### src/design/scan_cmd_pkg.sv
// Functional notes
// - Scanner command digit closes that channel
// - Closing one scanner channel opens all others
// - Reset opens the closed scanning channel only if it is in the selected block
// - Low level module decodes like general
// - Four-wire even block closes sense and source
// - Odd block closes only source relay
// - Latching commands 0-7 latch relay until opened
// - Latch 8/9 open halves, reset opens all
// - Module command is bb then c
// - Scan boundaries default to 0 and 99
// - Number then floor_set_cmd loads lower boundary
// - Number then ceiling_set_cmd loads upper boundary
// - Plus increments; none selected shows fault
// - Increment wraps upper to lower, 999 to 0
// - IEEE-488 side only listens, never drives
// - Ignore universal commands except five
// - Own listen address enters remote, lamp on
// - Autoscan withholds handshake and remote data
// - Unlisten stops listening until readdressed
// - Local lockout disables whole keypad
// - Device clear resets modules and display
// - Selected clear acts only while listening
// - Serial data enters remote, lamp on
// - Serial freeze locks keypad, keypad_thaw_cmd unlocks
package scan_cmd_pkg;

  // ----------------------------------------
  // Constants
  // ----------------------------------------
  localparam logic [9:0] LOWER_RESET = 10'h000;
  localparam logic [9:0] UPPER_RESET = 10'h063;
  localparam logic [9:0] ADDR_MAX = 10'h3e7;
  localparam logic [6:0] BLOCK_LAST = 7'h63;
  localparam logic [3:0] CMD_OPEN_LOW = 4'h8;
  localparam logic [3:0] CMD_OPEN_HIGH = 4'h9;
  localparam logic [7:0] KEEP_HIGH = 8'hf0;
  localparam logic [7:0] KEEP_LOW = 8'h0f;
  localparam logic [7:0] CH_0 = 8'h30;
  localparam logic [7:0] CH_1 = 8'h31;
  localparam logic [7:0] CH_9 = 8'h39;
  localparam logic [7:0] CH_COMMA = 8'h2c;
  localparam logic [7:0] CH_PLUS = 8'h2b;
  localparam logic [7:0] CH_DOLLAR = 8'h24;
  localparam logic [7:0] CH_STAR = 8'h2a;
  localparam logic [7:0] CH_R = 8'h52;
  localparam logic [7:0] CH_B = 8'h42;
  localparam logic [7:0] CH_L = 8'h4c;
  localparam logic [6:0] UC_LISTEN_BASE = 7'h20;
  localparam logic [4:0] LISTEN_ADDR_MAX = 5'h1e;
  localparam logic [6:0] UC_UNLISTEN = 7'h3f;
  localparam logic [6:0] UC_LOCKOUT = 7'h11;
  localparam logic [6:0] UC_DEV_CLEAR = 7'h14;
  localparam logic [6:0] UC_SEL_CLEAR = 7'h04;

  // ----------------------------------------
  // Types
  // ----------------------------------------
  typedef enum logic [1:0] {MOD_GENERAL, MOD_LOW_LEVEL, MOD_FOUR_WIRE, MOD_LATCHING} mod_type_type;
  typedef enum logic [2:0] {PH_IDLE, PH_LOOK, PH_ACT, PH_BREAK, PH_CLEAR} phase_type;
  typedef enum logic {JOB_SELECT, JOB_BLOCK_RESET} job_type;

  typedef struct packed {
    logic valid;
    logic atn;
    logic [7:0] data;
  } rx_type;

  typedef struct packed {
    logic closed;
    logic pair;
    logic [9:0] chan;
  } scan_out_type;

  typedef struct packed {
    logic stb;
    logic [6:0] block;
    logic [7:0] bits;
  } latch_out_type;

  typedef struct packed {
    logic four_wire;
    logic autoscan;
    logic local_key;
    logic [4:0] addr;
  } pins_type;

  typedef struct packed {
    phase_type phase;
    job_type job;
    logic [9:0] target;
    logic [6:0] walk;
    logic [11:0] bcd;
    logic blank;
    logic num_pend;
    logic [1:0] clr_stage;
    logic after_b;
    logic after_l;
    logic sel_valid;
    logic [9:0] sel_addr;
    logic [9:0] lower;
    logic [9:0] upper;
    scan_out_type scan;
    latch_out_type latch;
    logic listen;
    logic remote;
    logic lockout;
    logic err;
    pins_type pin_a;
    pins_type pin_b;
    logic key_prev;
  } state_type;

endpackage

### src/design/relay_store.sv
`timescale 1ns/10ps
module relay_store (
  input wire logic clk,
  input wire logic we,
  input wire logic [6:0] waddr,
  input wire logic [7:0] wdata,
  input wire logic [6:0] raddr,
  output logic [7:0] rdata
);

  // Contents are undefined until the reset walk has cleared them
  logic [7:0] mem [0:99];

  always_ff @(posedge clk) begin
    if (we) begin
      mem[waddr] <= wdata;
    end
    rdata <= mem[raddr];
  end

endmodule

### src/design/switch_scan_cmd.sv
`timescale 1ns/10ps
module switch_scan_cmd (
  input wire logic CLK,
  input wire logic ARST_N,
  input wire scan_cmd_pkg::rx_type IEEE_IN,
  output logic IEEE_READY,
  input wire scan_cmd_pkg::rx_type SER_IN,
  output logic SER_READY,
  input wire logic FOUR_WIRE_SW,
  input wire logic AUTOSCAN_SW,
  input wire logic LOCAL_KEY,
  input wire logic [4:0] LISTEN_ADDR_SW,
  output logic [6:0] TYPE_BLOCK,
  input wire scan_cmd_pkg::mod_type_type TYPE_CODE,
  output scan_cmd_pkg::scan_out_type SCAN_OUT,
  output scan_cmd_pkg::latch_out_type LATCH_OUT,
  output logic [11:0] DISPLAY_BCD,
  output logic DISPLAY_BLANK,
  output logic ERR_SHOW,
  output logic REMOTE_LAMP,
  output logic KEYPAD_LOCK,
  output logic LISTENING
);

  // ----------------------------------------
  // Helpers
  // ----------------------------------------
  function automatic logic [9:0] bcd_value(input logic [11:0] b);
    logic [9:0] h;
    logic [9:0] t;
    logic [9:0] u;
    h = {6'h00, b[11:8]};
    t = {6'h00, b[7:4]};
    u = {6'h00, b[3:0]};
    return h * 10'h064 + t * 10'h00a + u;
  endfunction

  function automatic logic [11:0] to_bcd(input logic [9:0] v);
    logic [9:0] h;
    logic [9:0] t;
    logic [9:0] u;
    h = v / 10'h064;
    t = (v / 10'h00a) % 10'h00a;
    u = v % 10'h00a;
    return {h[3:0], t[3:0], u[3:0]};
  endfunction

  scan_cmd_pkg::state_type s_q;
  scan_cmd_pkg::state_type s_d;
  logic mem_we;
  logic [6:0] mem_waddr;
  logic [7:0] mem_wdata;
  logic [7:0] mem_rdata;
  logic [9:0] blk_wide;
  logic [9:0] cmd_wide;
  logic [6:0] blk;
  logic [3:0] cmd;
  logic [9:0] scan_blk_wide;
  logic idle;
  logic take_ieee;
  logic take_ser;
  scan_cmd_pkg::rx_type rx;
  logic is_uc;
  logic is_data;
  logic [7:0] c;
  logic [9:0] entry;
  logic [9:0] next_addr;
  logic [7:0] bits;
  logic reset_all;
  logic start_job;
  scan_cmd_pkg::job_type new_job;
  logic [9:0] new_target;
  logic [6:0] uc_code;
  logic uc_mla;
  logic uc_unl;
  logic uc_llo;
  logic uc_dcl;
  logic uc_sdc;

  // ----------------------------------------
  // Decode and handshakes
  // ----------------------------------------
  assign blk_wide = s_q.target / 10'h00a;
  assign cmd_wide = s_q.target % 10'h00a;
  assign blk = blk_wide[6:0];
  assign cmd = cmd_wide[3:0];
  assign scan_blk_wide = s_q.scan.chan / 10'h00a;
  assign idle = s_q.phase == scan_cmd_pkg::PH_IDLE;
  // No new byte while a job runs; autoscan stalls both ports
  assign IEEE_READY = idle && !s_q.pin_b.autoscan;
  assign SER_READY = idle && !s_q.pin_b.autoscan;
  assign take_ieee = IEEE_IN.valid && IEEE_READY;
  assign take_ser = SER_IN.valid && SER_READY && !take_ieee;
  assign rx = take_ieee ? IEEE_IN : SER_IN;
  assign is_uc = take_ieee && IEEE_IN.atn;
  // Addressed data only; unlistened bytes are taken and dropped
  assign is_data = take_ser || (take_ieee && !IEEE_IN.atn && s_q.listen);
  assign c = rx.data;
  assign entry = bcd_value(s_q.bcd);
  assign next_addr = (s_q.sel_addr == s_q.upper) ? s_q.lower :
                     (s_q.sel_addr == scan_cmd_pkg::ADDR_MAX) ? 10'h000 :
                     s_q.sel_addr + 10'h001;
  assign TYPE_BLOCK = blk;

  // ----------------------------------------
  // Universal command decode
  // ----------------------------------------
  // Address 31 would alias the unlisten code, so it never matches
  assign uc_code = c[6:0];
  assign uc_mla = uc_code == (scan_cmd_pkg::UC_LISTEN_BASE | {2'b00, s_q.pin_b.addr}) &&
                  s_q.pin_b.addr <= scan_cmd_pkg::LISTEN_ADDR_MAX;
  assign uc_unl = uc_code == scan_cmd_pkg::UC_UNLISTEN;
  assign uc_llo = uc_code == scan_cmd_pkg::UC_LOCKOUT;
  assign uc_dcl = uc_code == scan_cmd_pkg::UC_DEV_CLEAR;
  assign uc_sdc = uc_code == scan_cmd_pkg::UC_SEL_CLEAR && s_q.listen;

  relay_store store (
    .clk(CLK),
    .we(mem_we),
    .waddr(mem_waddr),
    .wdata(mem_wdata),
    .raddr(blk),
    .rdata(mem_rdata)
  );

  // ----------------------------------------
  // Next state
  // ----------------------------------------
  always_comb begin
    s_d = s_q;
    mem_we = 1'b0;
    mem_waddr = s_q.walk;
    mem_wdata = 8'h00;
    bits = mem_rdata;
    reset_all = 1'b0;
    start_job = 1'b0;
    new_job = scan_cmd_pkg::JOB_SELECT;
    new_target = s_q.sel_addr;
    s_d.latch.stb = 1'b0;
    s_d.pin_a = {FOUR_WIRE_SW, AUTOSCAN_SW, LOCAL_KEY, LISTEN_ADDR_SW};
    s_d.pin_b = s_q.pin_a;
    s_d.key_prev = s_q.pin_b.local_key;
    // Local key is dead while the keypad is locked
    if (s_q.pin_b.local_key && !s_q.key_prev && !s_q.lockout) begin
      s_d.remote = 1'b0;
    end
    if (take_ser) begin
      s_d.remote = 1'b1;
    end
    if (take_ieee || take_ser) begin
      s_d.err = 1'b0;
    end
    // Universal commands; anything else under attention is dropped
    if (is_uc) begin
      if (uc_mla) begin
        s_d.listen = 1'b1;
        s_d.remote = 1'b1;
      end else if (uc_unl) begin
        s_d.listen = 1'b0;
      end else if (uc_llo) begin
        s_d.lockout = 1'b1;
      end else if (uc_dcl) begin
        reset_all = 1'b1;
      end else if (uc_sdc) begin
        reset_all = 1'b1;
      end
    end
    if (is_data) begin
      s_d.clr_stage = 2'b00;
      s_d.after_b = 1'b0;
      s_d.after_l = 1'b0;
      if (s_q.after_l && c == scan_cmd_pkg::CH_0) begin
        s_d.lockout = 1'b0;
      end else if (s_q.after_b && (c == scan_cmd_pkg::CH_0 || c == scan_cmd_pkg::CH_1)) begin
        if (c == scan_cmd_pkg::CH_0) begin
          s_d.lower = entry;
        end else begin
          s_d.upper = entry;
        end
        s_d.num_pend = 1'b0;
      end else if (c >= scan_cmd_pkg::CH_0 && c <= scan_cmd_pkg::CH_9) begin
        // Last three digits win; single-digit entries read as block 00
        if (s_q.num_pend) begin
          s_d.bcd = {s_q.bcd[7:0], c[3:0]};
        end else begin
          // A fresh entry starts from 000, so missing block digits read 00
          s_d.bcd = {8'h00, c[3:0]};
        end
        s_d.num_pend = 1'b1;
        s_d.blank = 1'b0;
      end else if (c == scan_cmd_pkg::CH_COMMA) begin
        if (s_q.clr_stage == 2'b01) begin
          reset_all = 1'b1;
          s_d.clr_stage = 2'b10;
        end else if (s_q.clr_stage == 2'b10) begin
          s_d.lower = scan_cmd_pkg::LOWER_RESET;
          s_d.upper = scan_cmd_pkg::UPPER_RESET;
        end else if (s_q.num_pend) begin
          start_job = 1'b1;
          new_target = entry;
          s_d.num_pend = 1'b0;
        end
      end else if (c == scan_cmd_pkg::CH_DOLLAR) begin
        s_d.bcd = 12'h000;
        s_d.blank = 1'b1;
        s_d.num_pend = 1'b0;
        s_d.clr_stage = 2'b01;
      end else if (c == scan_cmd_pkg::CH_STAR) begin
        reset_all = 1'b1;
        s_d.clr_stage = 2'b10;
      end else if (c == scan_cmd_pkg::CH_PLUS) begin
        if (!s_q.sel_valid) begin
          s_d.err = 1'b1;
        end else begin
          start_job = 1'b1;
          new_target = next_addr;
        end
      end else if (c == scan_cmd_pkg::CH_R) begin
        if (!s_q.sel_valid) begin
          s_d.err = 1'b1;
        end else begin
          start_job = 1'b1;
          new_job = scan_cmd_pkg::JOB_BLOCK_RESET;
        end
      end else if (c == scan_cmd_pkg::CH_B) begin
        s_d.after_b = 1'b1;
      end else if (c == scan_cmd_pkg::CH_L && take_ser) begin
        s_d.lockout = 1'b1;
        s_d.after_l = 1'b1;
      end
    end
    if (start_job) begin
      s_d.phase = scan_cmd_pkg::PH_LOOK;
      s_d.job = new_job;
      s_d.target = new_target;
      if (new_job == scan_cmd_pkg::JOB_SELECT) begin
        s_d.sel_valid = 1'b1;
        s_d.sel_addr = new_target;
        // Display follows the channel just selected
        s_d.bcd = to_bcd(new_target);
        s_d.blank = 1'b0;
      end
    end
    if (reset_all) begin
      s_d.bcd = 12'h000;
      s_d.blank = 1'b1;
      s_d.num_pend = 1'b0;
      // Selection is forgotten, so a later increment faults
      s_d.sel_valid = 1'b0;
      s_d.scan.closed = 1'b0;
      s_d.scan.pair = 1'b0;
      s_d.walk = 7'h00;
      s_d.phase = scan_cmd_pkg::PH_CLEAR;
    end
    unique case (s_q.phase)
      scan_cmd_pkg::PH_IDLE: begin
      end
      scan_cmd_pkg::PH_LOOK: begin
        // Relay store read lands one cycle later
        s_d.phase = scan_cmd_pkg::PH_ACT;
      end
      scan_cmd_pkg::PH_ACT: begin
        s_d.phase = scan_cmd_pkg::PH_IDLE;
        if (TYPE_CODE == scan_cmd_pkg::MOD_LATCHING) begin
          if (s_q.job == scan_cmd_pkg::JOB_BLOCK_RESET) begin
            bits = 8'h00;
          end else if (cmd == scan_cmd_pkg::CMD_OPEN_LOW) begin
            bits = mem_rdata & scan_cmd_pkg::KEEP_HIGH;
          end else if (cmd == scan_cmd_pkg::CMD_OPEN_HIGH) begin
            bits = mem_rdata & scan_cmd_pkg::KEEP_LOW;
          end else begin
            bits = mem_rdata | (8'h01 << cmd[2:0]);
          end
          // Relays outside the command keep their latched state
          mem_we = 1'b1;
          mem_waddr = blk;
          mem_wdata = bits;
          s_d.latch.stb = 1'b1;
          s_d.latch.block = blk;
          s_d.latch.bits = bits;
        end else if (s_q.job == scan_cmd_pkg::JOB_BLOCK_RESET) begin
          if (scan_blk_wide[6:0] == blk) begin
            s_d.scan.closed = 1'b0;
            s_d.scan.pair = 1'b0;
          end
        end else begin
          // Open the closed scanning channel, whatever its block; latched relays stay as they are
          s_d.scan.closed = 1'b0;
          s_d.scan.pair = 1'b0;
          s_d.phase = scan_cmd_pkg::PH_BREAK;
        end
      end
      scan_cmd_pkg::PH_BREAK: begin
        // One channel register means at most one scanning channel is ever closed
        s_d.scan.closed = 1'b1;
        s_d.scan.chan = s_q.target;
        s_d.scan.pair = s_q.pin_b.four_wire && TYPE_CODE == scan_cmd_pkg::MOD_FOUR_WIRE && !blk[0];
        s_d.phase = scan_cmd_pkg::PH_IDLE;
      end
      scan_cmd_pkg::PH_CLEAR: begin
        mem_we = 1'b1;
        mem_waddr = s_q.walk;
        mem_wdata = 8'h00;
        s_d.latch.stb = 1'b1;
        s_d.latch.block = s_q.walk;
        s_d.latch.bits = 8'h00;
        s_d.walk = s_q.walk + 7'h01;
        if (s_q.walk == scan_cmd_pkg::BLOCK_LAST) begin
          s_d.walk = 7'h00;
          s_d.phase = scan_cmd_pkg::PH_IDLE;
        end
      end
    endcase
  end

  // ----------------------------------------
  // State register
  // ----------------------------------------
  always_ff @(posedge CLK or negedge ARST_N) begin
    if (!ARST_N) begin
      s_q <= '0;
      s_q.phase <= scan_cmd_pkg::PH_CLEAR;
      s_q.lower <= scan_cmd_pkg::LOWER_RESET;
      s_q.upper <= scan_cmd_pkg::UPPER_RESET;
      s_q.blank <= 1'b1;
    end else begin
      s_q <= s_d;
    end
  end

  // ----------------------------------------
  // Outputs
  // ----------------------------------------
  // Listener only: there is no path that drives the IEEE-488 data lines
  assign SCAN_OUT = s_q.scan;
  assign LATCH_OUT = s_q.latch;
  assign DISPLAY_BCD = s_q.bcd;
  assign DISPLAY_BLANK = s_q.blank;
  assign ERR_SHOW = s_q.err;
  assign REMOTE_LAMP = s_q.remote;
  assign KEYPAD_LOCK = s_q.lockout;
  assign LISTENING = s_q.listen;

endmodule
### config.mk
export PLATFORM = sky130hd
export DESIGN_NAME = switch_scan_cmd
export DESIGN_NICKNAME = d
export VERILOG_FILES = /design/src/design/scan_cmd_pkg.sv /design/src/design/relay_store.sv /design/src/design/switch_scan_cmd.sv
export SDC_FILE = /design/constraint.sdc
export NUM_CORES = 1
export LEC_CHECK = 0
export BUFFER_PORTS_ARGS = -buffer_cell sky130_fd_sc_hd__buf_2
export CAP_MARGIN = 0
export CORE_MARGIN = 3
export CORE_UTILIZATION = 30
export CTS_CLUSTER_DIAMETER = 200
export CTS_CLUSTER_SIZE = 40
export DETAILED_ROUTE_END_ITERATION = 7
export HOLD_SLACK_MARGIN = 0.12
export PLACE_DENSITY = 0.46
export SETUP_SLACK_MARGIN = 0.05
export SLEW_MARGIN = 10
export SYNTH_ARGS = -nofsm -noshare
export SYNTH_HDL_FRONTEND = slang
export SYNTH_HIERARCHICAL = 1
export SYNTH_SLANG_ARGS = --single-unit
### constraint.sdc
create_clock -name CLK -period 18.5 [get_ports CLK]
set_input_delay 1.85 -clock CLK [delete_from_list [all_inputs] [get_ports CLK]]
set_output_delay 1.85 -clock CLK [all_outputs]
set_load 0.005 [all_outputs]
==> results of run 1 <==
==> power by group <==
part	switching, mW	internal [mW]
Combinational	0.886	0.565
Sequential	0.0650	2.35
Clock	0.617	0.302
Total	1.57	3.21
==> sequential cells by signal (all words and copies together) (netlist names) <==
signal,cells
ERR_SHOW,1
REMOTE_LAMP,1
KEYPAD_LOCK,1
s_q,65
s_d,9
LISTENING,1
store/rdata,8
DISPLAY_BCD,12
DISPLAY_BLANK,1
LATCH_OUT,16
SCAN_OUT,12
store/mem,800
==> worst register-to-register path, delay by kind of cell (launching register included) <==
family	cells	cell delay, ns
muxes	1	0.23
DFF	1	0.51
adders and majority gates	7	2.09
AOI/OAI and AO/OA	17	3.94
and+or+nand+nor	6	1.51
buffers and inverters	2	0.47
xor gates and xnor gates	3	0.97
==> placed cells by master, fill, tap and decap left out, drive strengths merged, types with 24 or more instances in the layout <==
cell,n
inv,52
nand3,55
a21oi,103
xnor2,30
nor3,35
buf,125
nor2b,26
a211oi,26
mux2,33
mux4,195
dfrtp,113
clkbuf,47
ha,31
o21ai,117
edfxtp,800
xor2,24
a22oi,40
mux2i,59
nor2,246
a31oi,33
nand2,189
==> kinds of logic after synthesis <==
kind of cell / Yosys count
flip-flops: 927
XOR/XNOR: 54
adder cells (fa/ha/maj): 47
buffers and inverters: 254
AO/OA/AOI/OAI: 490
multiplexers: 287
AND/OR/NAND/NOR: 682
==> stage by stage <==
step	setup slack, ns	power, mW
after global routing	7.93	5.01
after global placement	8.50	3.91
after CTS	8.82	4.84
after floorplan	10.40	3.52
after detailed placement	8.27	3.93
final	8.71	4.78
==> layout make-up <==
| type | count | area share, % |
|---|---|---|
| Antenna cell | 1 | 0.00564 |
| Clock buffer | 47 | 1.69 |
| Clock inverter | 3 | 0.180 |
| Inverter | 54 | 0.471 |
| Multi-Input combinational cell | 1560 | 29.6 |
| Sequential cell | 927 | 61.2 |
| Tap cell | 1794 | 5.06 |
| Timing Repair Buffer | 125 | 1.74 |
==> how the worst max path moves through the flow <==
stage / from / endpoint / cells past startpoint
2_1_floorplan: SER_IN[4] / DISPLAY_BCD[7] / 32
3_3_place_gp: SER_IN[4] / DISPLAY_BCD[7] / 32
3_5_place_dp: SER_IN[4] / DISPLAY_BCD[7] / 32
4_1_cts: DISPLAY_BCD[5] / DISPLAY_BCD[7] / 37
5_1_grt: DISPLAY_BCD[5] / DISPLAY_BCD[7] / 36
6_report: SER_IN[4] / DISPLAY_BCD[7] / 31
==> layer usage <==
layer | part of all wire (%) | wire [microns] | global-route usage [%] | up-vias
li1 | - | - | - | 10577
met1 | 46 | 51000 | 22.0 | 12785
met2 | 48 | 52500 | 24.8 | 635
met3 | 4.4 | 4890 | 1.30 | 100
met4 | 1.6 | 1720 | 2.48 | 0
met5 | 0 | 0 | 0 | -
==> results.toml, run 1 <==
[critical_path]
critPathBufInv = 3
crit_path_start_kind = "input port"
worst_path_largest_cell_delay_ns = 0.82
reg2reg_depth = 36
worstReg2RegEnd = "DISPLAY_BCD[7]"
crit_fanout = 21
reg2reg_from = "DISPLAY_BCD[5]"
cpMaxStageDelayCell = "a21oi_2"
r2r_slack_ns = 8.73
crit_arrival_ns = 10.41
path_delay_family = "compound AO/OA/AOI/OAI gates"
cp_common_cell = "o21ai_1"
crit_required_ns = 19.12
cp-end-kind = "flop"
criticalPathCategory = "in -> reg"

[route]
drtIter0Drc = 2624
remaining_drc_errors = 0
wl_per_cell_microns = 24.4
ant_nets = 0
first_pass_iters = 6
via_count = 24097
viasPerCell = 5.34
postRouteWirelength_microns = 110000

[power_and_ir_drop]
pwr_density_cell_nw_per_um2 = 108
power_leakage_nw = 15.4
irDropWorstVdd_v = 0.000107

[placement]
hpwl_microns = 70800
place_congestion = 0.820
place_inst = 4460
postPlaceCellArea_sq_um = 43500
numPortBuffers = 84

[synth]
synth_area_per_cell_sq_um = 15.2
synth_nets = 2809
synth-edff-count = 800
synthDistinctLibCells = 111
yosys_most_used_dff = "edfxtp_1"
yosys_register_bits = 927
synth_top_family_by_area = "multiplexers"
yosysTopAreaCellShare_pct = 57.6
ys_warn_count = 6
synthMuxAreaShare_pct = 13.0
post-synth-top-area-cell = "edfxtp_1"
synth_xor_area_share_pct = 1.15
synth-async-reset-ratio_pct = 12.8
synthAdderAreaFrac_pct = 1.44
synthSimpleGateAreaFrac_pct = 7.66
synth_common_cells = "800 x edfxtp_1, 243 x nor2_1, 186 x nand2_1"
yosysMostFrequentCell = "edfxtp_1"
synthTopCellsByArea = "edfxtp_1 58%, mux4_2 9.4%, dfrtp_1 6.8%"
synthCells = 2741
yosysSeqAreaShare_pct = 65.1
synth_area_sq_um = 41700
synth_compound_area_share_pct = 8.01

[clock_tree]
clock_sinks = 927
path_clk_slew_ns = 0.17
cts_resized = 0
clk_latency_ns = 0.70
cts_made_buffers = 27
cts-hold-fix-buffers = 0
cts_setup_buffers = 0
cts_buffer_depth = 3
cts_root_buf = "clkbuf_16"
cts_tree = "built"
cts_max_level = 1

[timing]
clock-skew-final_ns = 0.0635
relSlewSlack_pct = 23.4
setup_viol = 0
min_period_ns = 9.79
final_hold_viol_count = 0
worst_pin_slew_ns = 1.15
rsz0062_at_grt = "no"
period_share_pct = 52.9
setup-tns-final_ns = 0
fmax_mhz = 102
worst_hold_slack_ns = 0.314
drv_slew = 0

[die]
core-area_sq_um = 138000
design.die.area_sq_um = 144000
fp.dieH_microns = 379
rows = 136
start_util_pct = 30.3
io_pins = 86
die_w_microns = 379

[finish]
fin_util_pct = 32.2
register_area_sq_um = 27200
multiInputGateArea_sq_um = 13200
fin_cells = 4511
finalInstanceArea_sq_um = 44400
syn_to_final_growth_pct = 6.40
final_nets = 2763
fillCellCount = 13427
drive_gt1_share_pct = 15.9

[hold_path]
holdCritStartpoint = "s_d[6]"
hold_class = "reg -> reg"
hold-path-endpoint = "s_d[0]"
whs_path_depth = 0

[outcome]
outcome = "finished clean"

[global_route]
grt_pass1_vias = 23978
grt_max_degree = 110
grt.overflow.total = 0
grtUsageTotal_pct = 15.1
antenna_found_initial = 0
grt_pass1_wl_microns = 163000

[flow_run]
cap_viol_max_count = 0
Power figures use the tool's default switching activity.
==> run 2, diff against run 1 <==
Settings changed: ABC_AREA from default to 1.
Clock period 18.5 ns to 9.8 ns, I/O delays scaled along.
==> run 2 against run 1 <==
Against the previous run: final area up 2.6%; global-route usage rose by 0.96 points; setup slack lost 7.0 ns; non-clock buffer count grew 15.
==> results.toml, run 2 <==
[finish]
final_nets = 4177
drive_gt1_share_pct = 8.11
most-common-layout-cells = "1,183 x nand2_1, 800 x edfxtp_1, 661 x nand3_1, 318 x nor2_1, 217 x inv_1"
antenna_cells = 0
syn_to_final_growth_pct = 6.06
layout_commonest_cell = "nand2_1"
regMostFlops = "store/mem"
largest_register_ffs = 800
finalInstanceArea_sq_um = 45600

[critical_path]
cp_common_cell = "nor2_1"
crit_required_ns = 10.13
reg2reg_from = "s_q[114]"
r2r_slack_ns = 1.73
crit_path_start_kind = "flop"
criticalPathCategory = "reg -> reg"
crit_arrival_ns = 8.41
worstReg2RegEnd = "store/mem[99][2]"
reg2reg_depth = 42
worst_path_largest_cell_delay_ns = 0.74
crit_fanout = 63
cpMaxStageDelayCell = "nand4_1"
cp-end-kind = "flop"

[synth]
synth_area_sq_um = 43000
synth-async-reset-ratio_pct = 12.8
synthDistinctLibCells = 73
synth_area_per_cell_sq_um = 10.3
yosysSeqAreaShare_pct = 63.3
synth-edff-count = 800
synth_common_cells = "1,183 x nand2_1, 800 x edfxtp_1, 661 x nand3_1"
yosys_register_bits = 927
post-synth-top-area-cell = "edfxtp_1"
yosys_most_used_dff = "edfxtp_1"
yosysTopAreaCellShare_pct = 55.9
synth_nets = 4257
ys_warn_count = 6
synthTopCellsByArea = "edfxtp_1 56%, nand2_1 10%, nand3_1 7.7%"
yosysMostFrequentCell = "nand2_1"
synthCells = 4189

[timing]
final_hold_viol_count = 0
rsz0062_at_grt = "no"
worst_pin_slew_ns = 1.25
relSlewSlack_pct = 16.7
fmax_mhz = 124
period_share_pct = 82.4
setup_viol = 0
min_period_ns = 8.07
clock-skew-final_ns = 0.0328
fin_ws_ns = 1.73
setup-tns-final_ns = 0
drv_slew = 0

[die]
die_w_microns = 384
fp.dieH_microns = 384
design.die.area_sq_um = 148000
start_util_pct = 30.3
rows = 138
core-area_sq_um = 142000
io_pins = 86

[route]
ant_nets = 0
postRouteWirelength_microns = 122000
remaining_drc_errors = 0
wl_per_cell_microns = 20.3
first_pass_iters = 6
drtIter0Drc = 2282
via_count = 29136
viasPerCell = 4.85

[global_route]
antenna_found_initial = 0
grt_max_degree = 185
busiest_layer = "met2"
grtUsageTotal_pct = 16.0
met1_usage_pct = 22.6
grt_pass1_wl_microns = 181000
grt_pass1_vias = 27614
grt.met2_usage_pct = 26.5
grt.overflow.total = 0
grt_use_met3_pct = 1.39

[clock_tree]
cts_buffer_depth = 3
cts_setup_buffers = 0
cts_tree = "built"
path_clk_slew_ns = 0.17
cts_resized = 0
cts-hold-fix-buffers = 0
cts_made_buffers = 27
clk_latency_ns = 0.71
cts_root_buf = "clkbuf_16"
clock_sinks = 927
cts_max_level = 1

[placement]
pre_cts_ws_ns = 1.84
place_congestion = 0.850
postPlaceCellArea_sq_um = 44800
numPortBuffers = 84
hpwl_microns = 74400

[flow_run]
cap_viol_max_count = 0

[outcome]
outcome = "finished clean"

[hold_path]
hold_class = "in -> async"
[run 2: cell count changes in the layout (fill, tap and decap cells not counted), sizes merged, moves of 26 or more]
cell   delta
inv     +192
mux2i    -58
mux4    -195
a22oi    -34
mux2     -32
nor2    +103
nor2b    -26
a21oi    -48
o21ai    +74
nand3   +618
nand2  +1046
[run 2: worst max path at each step]
stage,from,end,slack [ns],cells after the start
after floorplan,s_q[113],store/mem[0][0],2.24,39
after global placement,s_q[113],store/mem[99][2],1.78,42
after detailed placement,s_q[114],store/mem[99][0],1.84,42
after CTS,s_q[114],store/mem[99][2],1.75,42
after global routing,s_q[114],store/mem[99][2],0.95,42
final,s_q[114],store/mem[99][2],1.73,42
[run 2: cells by family (layout without fill, tap and decap cells)]
family,after synthesis,count (layout),share of synthesized area [%]
and+or+nand+nor,2333,2333,23.8
DFF,927,927,63.3
buffers and inverters,496,425,5.92
AOI/OAI and AO/OA,353,353,4.98
xor gates and xnor gates,42,42,0.856
adders and majority gates,36,36,1.14
muxes,2,2,0.0495
[run 2: critical path: cells and delay by family, from the launching register on]
kind	cells	cell delay [ns]
xor gates and xnor gates	3	0.64
DFF	1	0.41
AOI/OAI and AO/OA	5	1.28
and+or+nand+nor	23	3.67
buffers and inverters	11	1.60
[run 2: metal layers]
layer | wire length, microns | vias up
li1 | - | 14101
met1 | 55900 | 14324
met2 | 57800 | 589
met3 | 4690 | 122
met4 | 3360 | 0
met5 | 0 | -
[run 2: per-stage QoR]
stage	hold WS, ns	util, %	cells
final	0.192	32.1	6008
after global routing	0.208	32.1	6008
after CTS	0.197	32.1	6007
after detailed placement	0.335	31.5	5969
after global placement	0.332	31.5	5969
after floorplan	0.331	-	4189
[run 2: area by class of cell]
cell class / instances / area (sq um)
fill: 14705 / 96400
clock inverter: 2 / 50.0
inverter: 247 / 968
sequential: 927 / 27200
clock buffer: 36 / 709
multi-input combinational: 2766 / 13300
tap: 1890 / 2360
timing repair buffer: 140 / 947
Power of run 2 is not shown: default switching activity piles up to over one toggle a cycle in this logic, so the estimate is an artifact.
